--- src/hk_pkg.sv ---
package hk_pkg;

	//////////////////////////////////////////////////////////////////////////
	// sizes
	localparam int NUM_AXES     = 3;
	localparam int DET_PER_AXIS = 3;
	localparam int NUM_DET      = NUM_AXES * DET_PER_AXIS;
	localparam int NUM_THERM    = 5;
	localparam int NUM_ANALOG   = 8;
	localparam int ANALOG_W     = 7;
	localparam int WORD_W       = 10;
	localparam int SUB_W        = 4;
	localparam int SEL_W        = 3;
	localparam int DIV_W        = 7;

	//////////////////////////////////////////////////////////////////////////
	// timing
	localparam int unsigned CLK_HZ      = 10_000_000;
	localparam int unsigned FLIP_EXC_HZ = 90_000;
	localparam int unsigned GRAV_EXC_HZ = 95_000;
	localparam logic [DIV_W-1:0] FLIP_HALF_CYC = DIV_W'(CLK_HZ / (2 * FLIP_EXC_HZ));
	localparam logic [DIV_W-1:0] GRAV_HALF_CYC = DIV_W'(CLK_HZ / (2 * GRAV_EXC_HZ));
	localparam logic [DIV_W-1:0] DIV_ONE       = 7'h01;

	//////////////////////////////////////////////////////////////////////////
	// frame
	localparam logic [SUB_W-1:0] HK_WORD_POS = 4'h5;
	localparam logic [SUB_W-1:0] WORD_FIRST  = 4'h1;
	localparam logic [SUB_W-1:0] WORD_LAST   = 4'hf;
	localparam logic [SUB_W-1:0] SUB_LAST    = 4'hf;
	localparam logic [SUB_W-1:0] SUB_ONE     = 4'h1;
	localparam logic [SEL_W-1:0] SEL_ONE     = 3'h1;
	localparam logic [SEL_W-1:0] SEL_REF     = 3'h7;

	//////////////////////////////////////////////////////////////////////////
	// flip position codes
	localparam logic [1:0] FLIP_NONE = 2'h0;
	localparam logic [1:0] FLIP_0    = 2'h1;
	localparam logic [1:0] FLIP_90   = 2'h2;
	localparam logic [1:0] FLIP_180  = 2'h3;

	//////////////////////////////////////////////////////////////////////////
	// registers
	localparam logic [7:0] ADDR_CMD    = 8'h00;
	localparam logic [7:0] ADDR_STATUS = 8'h04;
	localparam logic [7:0] ADDR_HKWORD = 8'h08;

	typedef struct packed {
		logic       temp_ctrl;
		logic       heater;
		logic       oper_mode;
		logic       filter_bypass;
		logic       cal_inhibit;
		logic [8:0] offset;
		logic [1:0] offset_addr;
		logic [1:0] meas_range;
	} cmd_s;

	localparam int   CMD_W     = $bits(cmd_s);
	localparam cmd_s CMD_RESET = '0;

	// detectors: bit0 = 0 deg, bit1 = 90 deg, bit2 = 180 deg
	function automatic logic [1:0] encode_flip(input logic [DET_PER_AXIS-1:0] d);
		logic [1:0] code;
		code = FLIP_NONE;
		unique case (d)
			3'h1:    code = FLIP_0;
			3'h2:    code = FLIP_90;
			3'h4:    code = FLIP_180;
			default: code = FLIP_NONE;
		endcase
		return code;
	endfunction

	function automatic logic addr_ok(input logic [7:0] a, input logic wr);
		return (a == ADDR_CMD) || (!wr && (a == ADDR_STATUS || a == ADDR_HKWORD));
	endfunction

endpackage

--- src/hk_status_if.sv ---
interface hk_status_if;
	logic [5:0] flip_pos;
	logic [2:0] gimbal;

	modport src (output flip_pos, gimbal);
	modport dst (input flip_pos, gimbal);
endinterface

--- src/position_encoder.sv ---
module position_encoder
	import hk_pkg::*;
(
	input  wire logic        clk,
	input  wire logic        rst_n,
	input  wire logic [8:0]  det_pins,
	input  wire logic [2:0]  gimbal_open_pins,
	hk_status_if.src         st
);

	localparam int NPIN = NUM_DET + NUM_AXES;

	logic [NPIN-1:0] pins;
	logic [NPIN-1:0] sync1_ff;
	logic [NPIN-1:0] sync2_ff;
	logic [5:0]      flip_ff;
	logic [5:0]      nxt_flip;
	logic [2:0]      gim_ff;
	logic [2:0]      nxt_gim;

	//////////////////////////////////////////////////////////////////////////
	// two-stage synchronisers for detector and switch pins
	assign pins = {gimbal_open_pins, det_pins};

	genvar g;
	generate
		for (g = 0; g < NPIN; g++) begin : g_sync
			always_ff @(posedge clk or negedge rst_n) begin
				if (!rst_n) begin
					sync1_ff[g] <= 1'b0;
					sync2_ff[g] <= 1'b0;
				end else begin
					sync1_ff[g] <= pins[g];
					sync2_ff[g] <= sync1_ff[g];
				end
			end
		end
	endgenerate

	//////////////////////////////////////////////////////////////////////////
	// encode three detectors per head, pass gimbal contacts
	always_comb begin
		for (int a = 0; a < NUM_AXES; a++) begin
			nxt_flip[2*a +: 2] = encode_flip(sync2_ff[DET_PER_AXIS*a +: DET_PER_AXIS]);
		end
		nxt_gim = sync2_ff[NPIN-1:NUM_DET];
	end

	always_ff @(posedge clk or negedge rst_n) begin
		if (!rst_n) begin
			flip_ff <= '0;
			gim_ff  <= '0;
		end else begin
			flip_ff <= nxt_flip;
			gim_ff  <= nxt_gim;
		end
	end

	assign st.flip_pos = flip_ff;
	assign st.gimbal   = gim_ff;
endmodule

--- src/housekeeping_status_encoder.sv ---
// Overview of operation
// report each sensor's flip position as its own 2-bit word, three words
// three detectors per head encode into that head's 2-bit position word
// nine detector channels excite a capacitor with square wave, return one level
// report gimbal state of each sensor as one status bit, three bits
// gimbal bit is 1 when switch open (pre), 0 when closed (post)
// pulse reference excitation onto each of five thermistor networks for conversion
// two gravity-level channels excited by precision square wave, level to converter
// reference supply given as housekeeping channel at 7-bit resolution
// command state reports range, offset address, offset, cal inhibit, filter state
// filter bypass command is accepted and shown in the filter status
// housekeeping goes in frame word 5; every frame word is 10 bits
// housekeeping word time-shares eight analog signals plus two status bits per slot
// status inputs synchronised and held stable while a word is assembled
// subframe channel steps once per host frame, wrapping after the last
module housekeeping_status_encoder
	import hk_pkg::*;
(
	input  wire logic        pclk,
	input  wire logic        presetn,
	input  wire logic [7:0]  paddr,
	input  wire logic        psel,
	input  wire logic        penable,
	input  wire logic        pwrite,
	input  wire logic [31:0] pwdata,
	output logic      [31:0] prdata,
	output logic             pready,
	output logic             pslverr,
	input  wire logic [8:0]  det_pins,
	input  wire logic [2:0]  gimbal_open_pins,
	input  wire logic        frame_sync_pin,
	input  wire logic        word_tick_pin,
	input  wire logic [6:0]  conv_data,
	input  wire logic        conv_valid,
	output logic      [2:0]  conv_sel,
	output logic             flip_exc,
	output logic             grav_exc,
	output logic      [4:0]  therm_exc,
	output logic      [9:0]  hk_word,
	output logic             hk_valid,
	output logic      [3:0]  subframe
);

	hk_status_if st ();

	logic [1:0]          tsync1_ff;
	logic [1:0]          tsync2_ff;
	logic [1:0]          tsync3_ff;
	logic                frame_edge;
	logic                word_edge;

	logic [DIV_W-1:0]    fdiv_ff;
	logic [DIV_W-1:0]    nxt_fdiv;
	logic [DIV_W-1:0]    gdiv_ff;
	logic [DIV_W-1:0]    nxt_gdiv;
	logic                flip_exc_ff;
	logic                nxt_flip_exc;
	logic                grav_exc_ff;
	logic                nxt_grav_exc;

	logic [SEL_W-1:0]    conv_sel_ff;
	logic [SEL_W-1:0]    nxt_conv_sel;
	logic [ANALOG_W-1:0] analog_ff [NUM_ANALOG];
	logic [ANALOG_W-1:0] nxt_analog [NUM_ANALOG];
	logic [4:0]          therm_exc_ff;
	logic [4:0]          nxt_therm_exc;

	logic [SUB_W-1:0]    subframe_ff;
	logic [SUB_W-1:0]    nxt_subframe;
	logic [SUB_W-1:0]    word_idx_ff;
	logic [SUB_W-1:0]    nxt_word_idx;
	logic [WORD_W-1:0]   hk_asm_ff;
	logic [WORD_W-1:0]   nxt_hk_asm;
	logic [WORD_W-1:0]   hk_word_ff;
	logic [WORD_W-1:0]   nxt_hk_word;
	logic                hk_valid_ff;
	logic                nxt_hk_valid;
	logic [1:0]          flags;

	cmd_s                cmd_ff;
	cmd_s                nxt_cmd;
	logic [31:0]         prdata_ff;
	logic [31:0]         nxt_prdata;
	logic                pready_ff;
	logic                nxt_pready;
	logic                pslverr_ff;
	logic                nxt_pslverr;
	logic                setup;

	//////////////////////////////////////////////////////////////////////////
	// flip and gimbal position encoding
	position_encoder u_pos (
		.clk              (pclk),
		.rst_n            (presetn),
		.det_pins         (det_pins),
		.gimbal_open_pins (gimbal_open_pins),
		.st               (st)
	);

	//////////////////////////////////////////////////////////////////////////
	// host timing pins: frame start and word tick
	always_ff @(posedge pclk or negedge presetn) begin
		if (!presetn) begin
			tsync1_ff <= '0;
			tsync2_ff <= '0;
			tsync3_ff <= '0;
		end else begin
			tsync1_ff <= {word_tick_pin, frame_sync_pin};
			tsync2_ff <= tsync1_ff;
			tsync3_ff <= tsync2_ff;
		end
	end

	assign frame_edge = tsync2_ff[0] & ~tsync3_ff[0];
	assign word_edge  = tsync2_ff[1] & ~tsync3_ff[1];

	//////////////////////////////////////////////////////////////////////////
	// excitation dividers
	always_comb begin
		nxt_fdiv     = fdiv_ff + DIV_ONE;
		nxt_flip_exc = flip_exc_ff;
		if (fdiv_ff == FLIP_HALF_CYC - DIV_ONE) begin
			nxt_fdiv     = '0;
			nxt_flip_exc = ~flip_exc_ff;
		end
		nxt_gdiv     = gdiv_ff + DIV_ONE;
		nxt_grav_exc = grav_exc_ff;
		if (gdiv_ff == GRAV_HALF_CYC - DIV_ONE) begin
			nxt_gdiv     = '0;
			nxt_grav_exc = ~grav_exc_ff;
		end
	end

	always_ff @(posedge pclk or negedge presetn) begin
		if (!presetn) begin
			fdiv_ff     <= '0;
			gdiv_ff     <= '0;
			flip_exc_ff <= 1'b0;
			grav_exc_ff <= 1'b0;
		end else begin
			fdiv_ff     <= nxt_fdiv;
			gdiv_ff     <= nxt_gdiv;
			flip_exc_ff <= nxt_flip_exc;
			grav_exc_ff <= nxt_grav_exc;
		end
	end

	//////////////////////////////////////////////////////////////////////////
	// converter channel scan and analog store
	always_comb begin
		nxt_conv_sel = conv_sel_ff;
		for (int i = 0; i < NUM_ANALOG; i++) begin
			nxt_analog[i] = analog_ff[i];
		end
		if (conv_valid) begin
			nxt_analog[conv_sel_ff] = conv_data;
			nxt_conv_sel            = conv_sel_ff + SEL_ONE;
		end
		for (int t = 0; t < NUM_THERM; t++) begin
			nxt_therm_exc[t] = (nxt_conv_sel == SEL_W'(t));
		end
	end

	always_ff @(posedge pclk or negedge presetn) begin
		if (!presetn) begin
			conv_sel_ff  <= '0;
			therm_exc_ff <= '0;
			for (int i = 0; i < NUM_ANALOG; i++) begin
				analog_ff[i] <= '0;
			end
		end else begin
			conv_sel_ff  <= nxt_conv_sel;
			therm_exc_ff <= nxt_therm_exc;
			for (int i = 0; i < NUM_ANALOG; i++) begin
				analog_ff[i] <= nxt_analog[i];
			end
		end
	end

	//////////////////////////////////////////////////////////////////////////
	// status flag pair for the next subframe
	always_comb begin
		unique case (nxt_subframe)
			4'h0:    flags = st.flip_pos[1:0];
			4'h1:    flags = st.flip_pos[3:2];
			4'h2:    flags = st.flip_pos[5:4];
			4'h3:    flags = {st.gimbal[0], st.gimbal[1]};
			4'h4:    flags = {st.gimbal[2], cmd_ff.temp_ctrl};
			4'h5:    flags = {1'b1, cmd_ff.heater};
			4'h6:    flags = cmd_ff.meas_range;
			4'h7:    flags = 2'h3;
			4'h8:    flags = cmd_ff.offset[1:0];
			4'h9:    flags = cmd_ff.offset[3:2];
			4'ha:    flags = cmd_ff.offset[5:4];
			4'hb:    flags = cmd_ff.offset[7:6];
			4'hc:    flags = {cmd_ff.offset[8], cmd_ff.oper_mode};
			4'hd:    flags = cmd_ff.offset_addr;
			4'he:    flags = {~cmd_ff.filter_bypass, cmd_ff.cal_inhibit};
			default: flags = 2'h0;
		endcase
	end

	//////////////////////////////////////////////////////////////////////////
	// frame sequencing and word assembly
	always_comb begin
		nxt_subframe = subframe_ff;
		nxt_word_idx = word_idx_ff;
		nxt_hk_asm   = hk_asm_ff;
		nxt_hk_word  = hk_word_ff;
		nxt_hk_valid = 1'b0;
		if (frame_edge) begin
			nxt_subframe = subframe_ff + SUB_ONE;
			nxt_word_idx = WORD_FIRST;
			nxt_hk_asm   = {analog_ff[nxt_subframe[SEL_W-1:0]], flags, 1'b0};
		end else if (word_edge && word_idx_ff != WORD_LAST) begin
			nxt_word_idx = word_idx_ff + SUB_ONE;
		end
		if ((frame_edge || word_edge) && nxt_word_idx == HK_WORD_POS) begin
			nxt_hk_word  = hk_asm_ff;
			if (frame_edge) begin
				nxt_hk_word = nxt_hk_asm;
			end
			nxt_hk_valid = 1'b1;
		end
	end

	always_ff @(posedge pclk or negedge presetn) begin
		if (!presetn) begin
			subframe_ff <= SUB_LAST;
			word_idx_ff <= '0;
			hk_asm_ff   <= '0;
			hk_word_ff  <= '0;
			hk_valid_ff <= 1'b0;
		end else begin
			subframe_ff <= nxt_subframe;
			word_idx_ff <= nxt_word_idx;
			hk_asm_ff   <= nxt_hk_asm;
			hk_word_ff  <= nxt_hk_word;
			hk_valid_ff <= nxt_hk_valid;
		end
	end

	//////////////////////////////////////////////////////////////////////////
	// apb slave
	assign setup = psel & ~penable;

	always_comb begin
		nxt_cmd     = cmd_ff;
		nxt_pready  = setup;
		nxt_pslverr = setup & ~addr_ok(paddr, pwrite);
		nxt_prdata  = '0;
		if (setup && !pwrite) begin
			unique case (paddr)
				ADDR_CMD:    nxt_prdata = 32'(cmd_ff);
				ADDR_STATUS: nxt_prdata = 32'({subframe_ff, st.gimbal, st.flip_pos});
				ADDR_HKWORD: nxt_prdata = 32'(hk_word_ff);
				default:     nxt_prdata = '0;
			endcase
		end
		if (psel && penable && pready_ff && pwrite && !pslverr_ff) begin
			nxt_cmd = cmd_s'(pwdata[CMD_W-1:0]);
		end
	end

	always_ff @(posedge pclk or negedge presetn) begin
		if (!presetn) begin
			cmd_ff     <= CMD_RESET;
			prdata_ff  <= '0;
			pready_ff  <= 1'b0;
			pslverr_ff <= 1'b0;
		end else begin
			cmd_ff     <= nxt_cmd;
			prdata_ff  <= nxt_prdata;
			pready_ff  <= nxt_pready;
			pslverr_ff <= nxt_pslverr;
		end
	end

	assign prdata    = prdata_ff;
	assign pready    = pready_ff;
	assign pslverr   = pslverr_ff;
	assign conv_sel  = conv_sel_ff;
	assign flip_exc  = flip_exc_ff;
	assign grav_exc  = grav_exc_ff;
	assign therm_exc = therm_exc_ff;
	assign hk_word   = hk_word_ff;
	assign hk_valid  = hk_valid_ff;
	assign subframe  = subframe_ff;
endmodule

--- config.mk ---
export PLATFORM = sky130hd
export DESIGN_NAME = housekeeping_status_encoder
export DESIGN_NICKNAME = d
export VERILOG_FILES = /design/src/hk_pkg.sv /design/src/hk_status_if.sv /design/src/position_encoder.sv /design/src/housekeeping_status_encoder.sv
export SDC_FILE = /design/constraint.sdc
export NUM_CORES = 1
export LEC_CHECK = 0
export ABC_AREA = 0
export BUFFER_PORTS_ARGS = -buffer_cell sky130_fd_sc_hd__buf_4
export CORE_MARGIN = 2
export CORE_UTILIZATION = 40
export CTS_CLUSTER_SIZE = 10
export DETAILED_ROUTE_END_ITERATION = 8
export PLACE_DENSITY = 0.57
export SYNTH_ARGS = -nofsm -noshare
export SYNTH_HDL_FRONTEND = slang
export SYNTH_SLANG_ARGS = --single-unit
--- constraint.sdc ---
create_clock -name pclk -period 3.1 [get_ports pclk]
set_input_delay 0.31 -clock pclk [delete_from_list [all_inputs] [get_ports pclk]]
set_output_delay 0.31 -clock pclk [all_outputs]
set_load 0.03 [all_outputs]
[Word level (Yosys, flattened, before mapping)]
Index checks and enable logic that the tools add are counted.
Storage, ports and cells
  flip-flop bits (word level): 200
  output and inout port bits: 59
  word-level logic and storage cells: 151
Operators by class
  $lt $le $gt $ge: 3
  muxes and demuxes: 21
  eq/ne operators: 33
  reduce and logical (&&, ||, !) cells: 17
  bitwise operators: 13
  add/subtract/negate cells: 5
Operators with widths (number)
  $bwmux W56: 1
  $pmux W18 S3: 1
  $mux W7: 5
  $pmux W2 S15: 1
  $eq A4 B4 Y1 const B: 7
  $bmux W7 S3: 1
  $demux W7 S3: 1
  $eq A4 B3 Y1 const B: 5
  $mux W10: 2
  $mux W18: 1
  $pmux W2 S3: 3
  $eq A3 B2 Y1 const B: 5
  $add A7 B1 Y7 const B: 2
  $eq A7 B6 Y1 const B: 2
  $eq A3 B1 Y1 const B: 4
  $eq A3 B3 Y1 const B: 4
  $mux W4: 3
  $logic_and A1 B1 Y1: 9
  $add A4 B1 Y4 const B: 2
  $eq A4 B2 Y1 const B: 2
  $eq A8 B3 Y1 const B: 1
  $eq A8 B4 Y1 const B: 1
  $ge A4 B4 Y1 const B: 2
  $logic_not A8 Y1: 1
  13 further kinds: 26

[Logic depth before layout (Yosys ltp)]
Gate-level depths: netlist of run 1.
  depth after elaboration: 8
  depth in mapped cells: 8

[Cells and area by module]
A second synthesis of run 1 with hierarchy kept.
Unflattened totals
  cells, all modules: 584
  area, all modules: 7891.3 um^2
By module, submodules not included
  housekeeping_status_encoder: area each 6990.5 um^2, cells each 539, instances 1
  position_encoder: area each 900.9 um^2, cells each 45, instances 1

[Worst setup path before layout of run 1]
OpenSTA, ideal clock, no wires.
  path kind: reg-to-reg
  start point: register subframe_ff[0] (netlist: subframe[0])
  end point: register hk_word_ff[3] (netlist: hk_word[3])
  setup slack: 0.861 ns
  arrival: 2.112 ns
  buffers on the path: 1
  stages on the path, launching flop included: 7
  clock period less this slack: 2.239 ns
  path through: dfstp_2 -> ha_1 -> buf_1 -> mux4_2 -> mux2i_1 -> o21ai_1 -> mux2_1
Between the ends
  cells in the longest elaborated chain, start to end: 7
RTL lines
  start: declaration: line housekeeping_status_encoder.sv:68  | logic [SUB_W-1:0] subframe_ff;
  start signal: assignment: line housekeeping_status_encoder.sv:235  | subframe_ff <= nxt_subframe;
  $add A4 B1 Y4: line housekeeping_status_encoder.sv:212  | nxt_subframe = subframe_ff + SUB_ONE;
  $not A3 Y4 (not written as such): line housekeeping_status_encoder.sv:214  | nxt_hk_asm = {analog_ff[nxt_subframe[SEL_W-1:0]], flags, 1'b0};
  $bmux W7 S3: line housekeeping_status_encoder.sv:214
  $mux W7 (not written as such) (2 in a row): line housekeeping_status_encoder.sv:214
  $mux W10: line housekeeping_status_encoder.sv:211  | if (frame_edge) begin
  net nxt_hk_asm[3]: line housekeeping_status_encoder.sv:73  | logic [WORD_W-1:0] nxt_hk_asm;
  $mux W10: line housekeeping_status_encoder.sv:220  | if (frame_edge) begin
  end signal: assignment: line housekeeping_status_encoder.sv:238  | hk_word_ff <= nxt_hk_word;
  end: declaration: line housekeeping_status_encoder.sv:74  | logic [WORD_W-1:0] hk_word_ff;
The timed path passes the listed nets, and every way through them passes these cells. The select of a mux whose other input is x is not followed.
A chain may end at the register's enable or synchronous reset.

[Final worst setup path of run 1]
  start point: register tsync2_ff[1]
  end point: register hk_word_ff[9] (netlist: hk_word[9])
Between the ends
  cells in the longest elaborated chain, start to end: 6
  elaborated cells on any way between the ends: 7
RTL lines
  start: declaration: line housekeeping_status_encoder.sv:47  | logic [1:0] tsync2_ff;
  start signal: assignment: line housekeeping_status_encoder.sv:109  | tsync2_ff <= tsync1_ff;
  $and A1 B1 Y1 (*): line housekeeping_status_encoder.sv:115  | assign word_edge = tsync2_ff[1] & ~tsync3_ff[1];
  $logic_and A1 B1 Y1: line housekeeping_status_encoder.sv:215  | end else if (word_edge && word_idx_ff != WORD_LAST) begin
  $mux W4: line housekeeping_status_encoder.sv:215
  $mux W4: line housekeeping_status_encoder.sv:211
  $eq A4 B3 Y1: line housekeeping_status_encoder.sv:218  | if ((frame_edge || word_edge) && nxt_word_idx == HK_WORD_POS) begin
  $logic_and A1 B1 Y1 (*): line housekeeping_status_encoder.sv:218
Every way passes the cells marked *; elsewhere a longest branch is shown, timed or not.

==> metrics, run 1 <==
Synth cell types 59; status complete, no violations; fraction of synthesized cell area in xor and xnor cells 0.02935; worst-case clock skew 0.009238 ns; CP Data Required Time 3.40 ns; most frequent cells in the layout 182 x dfrtp_1, 106 x buf_4, 85 x mux2_2; Buf+Inv Stages, Crit Path 1; drt pass-1 iters 6; Cells after Synth 602; CTS tree built; routing usage on met2 0.2774; mux share of post-synthesis cell area 0.1949; Final #Nets 792; timing-limited maximum frequency 0.3963 GHz; type of the most critical hold path input port to register; Die W 145.2 um; Max transition margin 0.4563; via count 4995; Root Driver clkbuf_16; routability cong. 0.8588; Post-CTS Resized 0; antenna viol nets, final 0; final WL 17200 um; hold_buf cts 15; Area Growth Syn to Fin 21.96%; Main synth FF type dfrtp_1; cell family with most CP delay simple AND/OR/NAND/NOR gates; Max-cap violations 0; largest cells by area after synthesis dfrtp_1 57%, mux2_2 12%, mux4_2 4.0%; Final Setup Violations 0; initial core utilization 0.4082; met1 Usage GRT 0.2318; die area 21070 um^2; Post-Syn Area 7971 um^2; Total GRT Usage 0.1698; Final Cycle Share 0.8141; GRT met3 Usage 0.03270; clock latency at the later pin of the worst-skew pair 0.42 ns; gr ovfl total 0; DRC 0; total CTS buffers 17; Worst path slowest cell nor3_1; initial antenna violation count 0; Setup crit start kind register; crit end category register; CTS clock-pin slew for the worst setup and hold paths 0.07 ns; Yosys top cell area share 0.5713; pin count of the biggest net entering global routing 84; slowest stage delay, CP 0.52 ns; Critical Path AT 2.83 ns; adder-cell share of the synthesized area 0.01067; first-pass GRT wire length 28110 um; RSZ-0062 raised after global routing false; Die H 145.2 um; Seq cells post-synth 186; H-tree depth 4; setup tns final 0 ns; final worst path period need 2.524 ns; # fillers 1744; area leader, netlist dfrtp_1; Lkg Pwr 0.004432 uW; CORE AREA 19530 um^2; routed len/inst 17.25 um; PwrDens 905.4 nW/um^2; Peak VDD IR 540.0 uV; max-slew violation count 0; vias in the first global route 5291; Post-Synth Simple-Gate Area 0.09449; Async SR Flop Fraction 1.000; First DRT Iteration DRCs 233; Rows 51; synth warn 0; Sink Count 186; crit path max fanout 8; DP HPWL 12170 um; largest family of logic cells by synthesized area multiplexers; worst slack at placement 0.6221 ns; Ports 126; CP Class register to register; Hold Vio Cnt, Final 0; most frequent CP cell nor3_1; syn avg cell area 13.24 um^2; Max clock buf depth 2; EDFF count, synth 0; most common cell after layout, fill and taps aside dfrtp_1; multi-input logic area 3078 um^2; Port Buffer Count 97; antenna cell count 0; layout cells sized above 1 0.3511; Slew @ Worst Pin 0.8112 ns; Compound-Gate Fraction of Synth Area 0.05007; Seq/Total Area, Yosys 0.5845; postcts setup bufs 0; Setup WS post-layout 0.5764 ns; Register Area 4659 um^2; Most Used Layer, Global Route met2; vias per inst 5.010; crit-path cells nor2b_1, nand2_1, nor3_1, a31oi_1, nor3_1, buf_4, mux2_2
[synthesized netlist by cell type (2+ instances only)]
cell       number
nor3b_2         3
nor3_1          7
and2_1          5
nand2b_1        7
o21ai_1         8
xnor2_1        12
nand3_1        12
o22ai_1         2
mux4_2         14
a311oi_1        2
inv_1          10
a22o_1          4
buf_6           3
nand4b_1        3
or3_1           2
dfstp_2         4
ha_1            6
mux2i_1        27
o221ai_1        3
a221oi_1        2
a32oi_1         4
xor2_1         11
nand2_1        31
buf_2           8
buf_4          16
clkbuf_1        8
dfrtp_1       182
nand3b_1        2
xor2_2          2
buf_1           3
nand4_1         2
o2111ai_1       2
nor2_1         52
a21oi_1        18
mux2_2         85
and3_1          3
a31oi_1         4
nor3_2          2
o21ai_0         4
nor2b_1         8
[per-layer routing]
layer  wire length, um  vias up
met1              7792     2547
met2              8553      108
met5                 0        -
met3               714        9
li1                  -     2331
met4               136        0
[layout make-up]
class | count | area share
clock buffers | 19 | 0.04659
clock inverters | 13 | 0.01802
inverters | 12 | 0.004891
multi-input cells | 379 | 0.3166
flip-flops and latches | 186 | 0.4793
well taps | 265 | 0.03411
repair buffers | 123 | 0.1005
[state kept, by name, indices dropped and copies added (netlist names)]
name and cells:
u_pos.st.flip_pos 6, hk_asm_ff 10, tsync3_ff 2, prdata 18, pready 1, tsync2_ff 2
pslverr 1, hk_word 10, word_idx_ff 4, u_pos.sync2_ff 9, hk_valid 1, flip_exc 1
u_pos.sync1_ff 12, u_pos.st.gimbal 3, fdiv_ff 7, gdiv_ff 7, analog_ff 56, subframe 4
cmd_ff 18, therm_exc 5, conv_sel 3, tsync1_ff 2, u_pos.nxt_gim 3, grav_exc 1
[power by group]
group | internal, uW | switching, uW
clock network | 1340 | 961
registers | 3080 | 469
logic | 1450 | 1500
[worst paths after layout]
path | start | endpoint | slack (ns) | cells after the start
worst min-delay path | pwdata[13] | cmd_ff[13] | 0.11 | 2
worst min register to register | u_pos.sync1_ff[1] | u_pos.sync2_ff[1] | 0.35 | 0
worst max-delay path | tsync2_ff[1] | hk_word[9] | 0.58 | 7
min in group asynchronous | presetn | fdiv_ff[1] | 0.51 | 2
max in group asynchronous | presetn | subframe[2] | 1.66 | 3
worst max register to register | tsync2_ff[1] | hk_word[9] | 0.58 | 7
[through the flow]
step                      instances  power, uW  area, um^2  hold slack, ns  utilization
final                           997       8802        9722          0.1130       0.4979
after global routing            997       9285        9722         0.09993       0.4979
after detailed placement        950       6574        8944          0.3347       0.4580
after CTS                       997       8912        9722         0.09444       0.4979
after global placement          950       6470        8944          0.3350       0.4580
after floorplan                 615       5651        8020         0.01441            -
[cells by family after synthesis]
kind of cell | after synthesis
AND/OR/NAND/NOR | 146
multiplexers | 127
other | 1
XOR/XNOR | 25
flip-flops | 186
adder cells (fa/ha/maj) | 7
buffers and inverters | 50
AO/OA/AOI/OAI | 60
No activity file was read; power rests on OpenSTA's default activity.
==> run 2, diff against run 1 <==
Clock period 3.1 ns to 2.6 ns, I/O delays scaled along.
==> run 2 against run 1 <==
Compared with the run above: clock-buffer cell count unchanged; highest routed layer unchanged; total power increased by 18%; critical path depth is 1 lower; hold slack got worse by 0.053 ns; utilization is 0.19 points higher; combinational power rose by 21%; maximum frequency increased by 13%; sequential power up 19%.
==> metrics, run 2 (synthesized netlist as in run 1, its figures left out) <==
status complete, no violations; Max-cap violations 0; initial antenna violation count 0; initial core utilization 0.4082; crit path max fanout 14; WL met3 609 um; worst-case clock skew 0.009229 ns; setup tns final 0 ns; vias per inst 5.056; gr ovfl total 0; RSZ-0062 raised after global routing false; Slew @ Worst Pin 0.7774 ns; PwrDens 1068 nW/um^2; Pint 6947 uW; Die W 145.2 um; routed length on met2 8356 um; type of the most critical hold path input port to register; CORE AREA 19530 um^2; DRC 0; total CTS buffers 17; Finished Core Util 0.4998; Final #Nets 798; routed len/inst 16.98 um; Die H 145.2 um; Fin Hold WS 0.06040 ns; Lkg Pwr 0.004451 uW; max FFs per register 56; multi-input logic area 3078 um^2; Hold Vio Cnt, Final 0; Port Buffer Count 97; clock power share 0.253; Sink Count 186; Rows 51; Comb pwr share 0.343; met1 wire length 7770 um; drt pass-1 iters 5; Peak VDD IR 486.4 uV; final worst path period need 2.232 ns; H-tree depth 4; Final Cycle Share 0.8586; Critical Path AT 2.54 ns; Final Setup Violations 0; CTS tree built; DP HPWL 12230 um; Ports 126; part of the power in registers 0.403; Total GRT Usage 0.1685; CP Class register to register; First DRT Iteration DRCs 227; most common cell after layout, fill and taps aside dfrtp_1; max-slew violation count 0; Psw 3480 uW; Max clock buf depth 2; most frequent cells in the layout 182 x dfrtp_1, 111 x buf_4, 85 x mux2_2; Setup crit start kind register; first-pass GRT wire length 28060 um; Register Area 4659 um^2; crit end category register; antenna viol nets, final 0; die area 21070 um^2; CP Data Required Time 2.91 ns; final WL 17030 um; via count 5071; antenna cell count 0; pin count of the biggest net entering global routing 73; vias in the first global route 5361; Most flops, register analog_ff; layout cells sized above 1 0.3564; Post-CTS Resized 0; Max transition margin 0.4789; timing-limited maximum frequency 0.4480 GHz; top sig layer met4; CTS clock-pin slew for the worst setup and hold paths 0.07 ns; routability cong. 0.8639; Root Driver clkbuf_16; Area Growth Syn to Fin 22.43%; switch share 0.3337; # fillers 1770; clock latency at the later pin of the worst-skew pair 0.43 ns
run 2: cell count changes in the layout (fill, tap and decap cells not counted), sizes merged:
| cell | delta |
|---|---|
| bufinv | -1 |
| buf | +6 |
| clkinv | +1 |
| inv | -2 |
| clkinvlp | +2 |
run 2: path summary, 6_finish.rpt:
path,slack [ns],startpoint,depth (start not counted),endpoint
worst max-delay path,0.37,subframe[0],6,hk_word[3]
worst min-delay path,0.06,pwdata[8],2,cmd_ff[8]
worst max register to register,0.37,subframe[0],6,hk_word[3]
worst min register to register,0.34,u_pos.nxt_gim[1],0,u_pos.st.gimbal[1]
max in group asynchronous,1.37,presetn,3,analog_ff[10]
min in group asynchronous,0.38,presetn,2,fdiv_ff[1]
run 2: worst max-delay path: stages (launching register included):
cell,delay [ns]
dfstp_2,0.54
ha_1,0.31
buf_4,0.32
mux4_2,0.34
mux2i_1,0.20
o21ai_1,0.11
mux2_1,0.30
run 2: power groups by stage:
| stage | clock network (uW) | logic [uW] | registers, uW |
|---|---|---|---|
| 5_1_grt | 2830 | 3870 | 4310 |
| 3_3_place_gp | 0 | 3560 | 4210 |
| 2_1_floorplan | 0 | 2430 | 4300 |
| 4_1_cts | 2710 | 3650 | 4210 |
| 6_report | 2640 | 3580 | 4210 |
| 3_5_place_dp | 0 | 3610 | 4260 |
run 2: layer usage:
metal	GRT usage	vias up
met1	0.2282	2594
li1	-	2353
met2	0.2721	99
met4	0.05637	0
met5	0	-
met3	0.03553	25
run 2: layout make-up:
cell class / count / area share
sequential: 186 / 0.4774
tap: 265 / 0.03397
timing repair buffer: 129 / 0.1060
multi-input combinational: 379 / 0.3154
inverter: 12 / 0.004872
clock buffer: 19 / 0.04641
clock inverter: 13 / 0.01590
run 2: metrics by stage:
| stage | power (uW) | area (um^2) | setup WS [ns] | instances |
|---|---|---|---|---|
| 5_1_grt | 11010 | 9759 | 0.2449 | 1003 |
| 6_report | 10430 | 9759 | 0.3677 | 1003 |
| 4_1_cts | 10570 | 9759 | 0.3178 | 1003 |
| 3_5_place_dp | 7873 | 9001 | 0.3320 | 956 |
| 2_1_floorplan | 6737 | 8020 | 0.3609 | 615 |
| 3_3_place_gp | 7768 | 9001 | 0.3574 | 956 |
run 2: repair_timing:
| action | in CTS | in global routing |
|---|---|---|
| setup buffers | 0 | 0 |
| hold buffers | 15 | 0 |
| hold endpoints to repair | 75 | 0 |
==> run 3, diff against run 2 <==
Clock period 2.6 ns to 2.2 ns, I/O delays scaled along.
==> run 3 against run 2 <==
Compared with the run above: routed wire length increased by 1.9%; clock-buffer cell count did not move; first-iteration DRC count is 38% higher; clock power up 18%; die area stayed put; critical path depth stayed put; sequential share of layout area fell by 1.0 points; maximum frequency grew 5.7%; critical path type unchanged.
==> metrics, run 3 (synthesized netlist as in run 1, its figures left out) <==
via count 5078; area post-placement 9146 um^2; Max clock buf depth 2; # fillers 1725; DRC 0; max-slew violation count 0; Die H 145.2 um; Rows 51; final worst path period need 2.112 ns; Max-cap violations 0; top sig layer met4; clock latency at the later pin of the worst-skew pair 0.43 ns; Setup crit start kind register; crit path max fanout 14; max FFs per register 56; crit end category register; Fin Hold WS 0.02399 ns; total CTS buffers 17; most common cell after layout, fill and taps aside dfrtp_1; Ports 126; Total GRT Usage 0.1724; initial core utilization 0.4082; Slew @ Worst Pin 0.7307 ns; pin count of the biggest net entering global routing 59; CTS tree built; Max transition margin 0.5119; PwrDens 1268 nW/um^2; most frequent cells in the layout 182 x dfrtp_1, 126 x buf_4, 85 x mux2_2; Peak VDD IR 583.8 uV; Area Growth Syn to Fin 25.16%; WHS Path Cells 2; Reg2Reg Depth 6; layout cells sized above 1 0.3755; routability cong. 0.8703; Most flops, register analog_ff; Final Setup Violations 0; design area 9977 um^2; Die W 145.2 um; die area 21070 um^2; DP HPWL 12320 um; Sink Count 186; H-tree depth 4; First DRT Iteration DRCs 313; CP Class register to register; antenna cell count 0; Lkg Pwr 0.004559 uW; vias in the first global route 5414; Final #Nets 819; worst-case clock skew 0.01721 ns; Non-Filler Instances 1024; Final Cycle Share 0.9599; routed length on met2 8455 um; first-pass GRT wire length 28680 um; antenna viol nets, final 0; final WL 17350 um; Placed Instances 972; timing-limited maximum frequency 0.4735 GHz; CP Data Required Time 2.50 ns; status complete, no violations; gr ovfl total 0; Root Driver clkbuf_16; Port Buffer Count 97; routed len/inst 16.94 um; WL met3 643 um; CORE AREA 19530 um^2; vias per inst 4.959; met1 wire length 8071 um; Design Power 12650 uW; Critical Path AT 2.41 ns; Hold Vio Cnt, Final 0; initial antenna violation count 0; CTS clock-pin slew for the worst setup and hold paths 0.07 ns; drt pass-1 iters 4; type of the most critical hold path input port to register
[run 3: critical path, stage by stage (launching register included)]
cell	delay (ns)
dfstp_2	0.56
ha_2	0.33
buf_6	0.20
mux4_2	0.33
mux2i_2	0.21
o21ai_1	0.10
mux2_2	0.26
[run 3: routing by layer]
layer,track usage,vias to the layer above
li1,-,2394
met3,0.03459,13
met1,0.2349,2574
met2,0.2829,97
met4,0.04755,0
met5,0,-
[run 3: final timing paths]
check / from / end / slack (ns)
setup / recovery: subframe[0] / hk_word[8] / 0.09
hold / removal: pwdata[8] / cmd_ff[8] / 0.02
setup reg to reg: subframe[0] / hk_word[8] / 0.09
hold reg to reg: u_pos.sync1_ff[6] / u_pos.sync2_ff[6] / 0.35
max in group asynchronous: presetn / analog_ff[36] / 1.17
min in group asynchronous: presetn / therm_exc[4] / 0.33
[run 3: layout make-up]
class	instances	area, um^2	share of cell area
Sequential cell	186	4659	0.4670
Multi-Input combinational cell	379	3099	0.3106
Timing Repair Buffer	150	1229	0.1232
Clock buffer	19	452.9	0.04540
Tap cell	265	331.6	0.03323
Clock inverter	13	157.7	0.01580
Inverter	12	47.55	0.004765
[run 3: repair_timing]
action	4_1_cts	5_1_grt
setup buffers	0	2
endpoints found under the setup margin	3	11
hold endpoints to repair	67	1
gates resized for setup	1	5
hold buffers	17	1
[run 3: through the flow]
stage	util	setup WS (ns)	TNS [ns]
finish	0.5110	0.08814	0
global placement	0.4684	-0.007289	-0.007289
CTS	0.5086	0.03213	0
floorplan	-	0.03970	0
global route	0.5110	-0.002655	-0.002655
detailed placement	0.4684	-0.02601	-0.06020
[run 3: report_power, final]
part           total (uW)  internal, uW  switching (uW)  leakage, uW
clock                3120          1770            1360     0.000291
sequential           4980          4340             641      0.00230
combinational        4540          2320            2220      0.00197
total               12700          8430            4220      0.00456
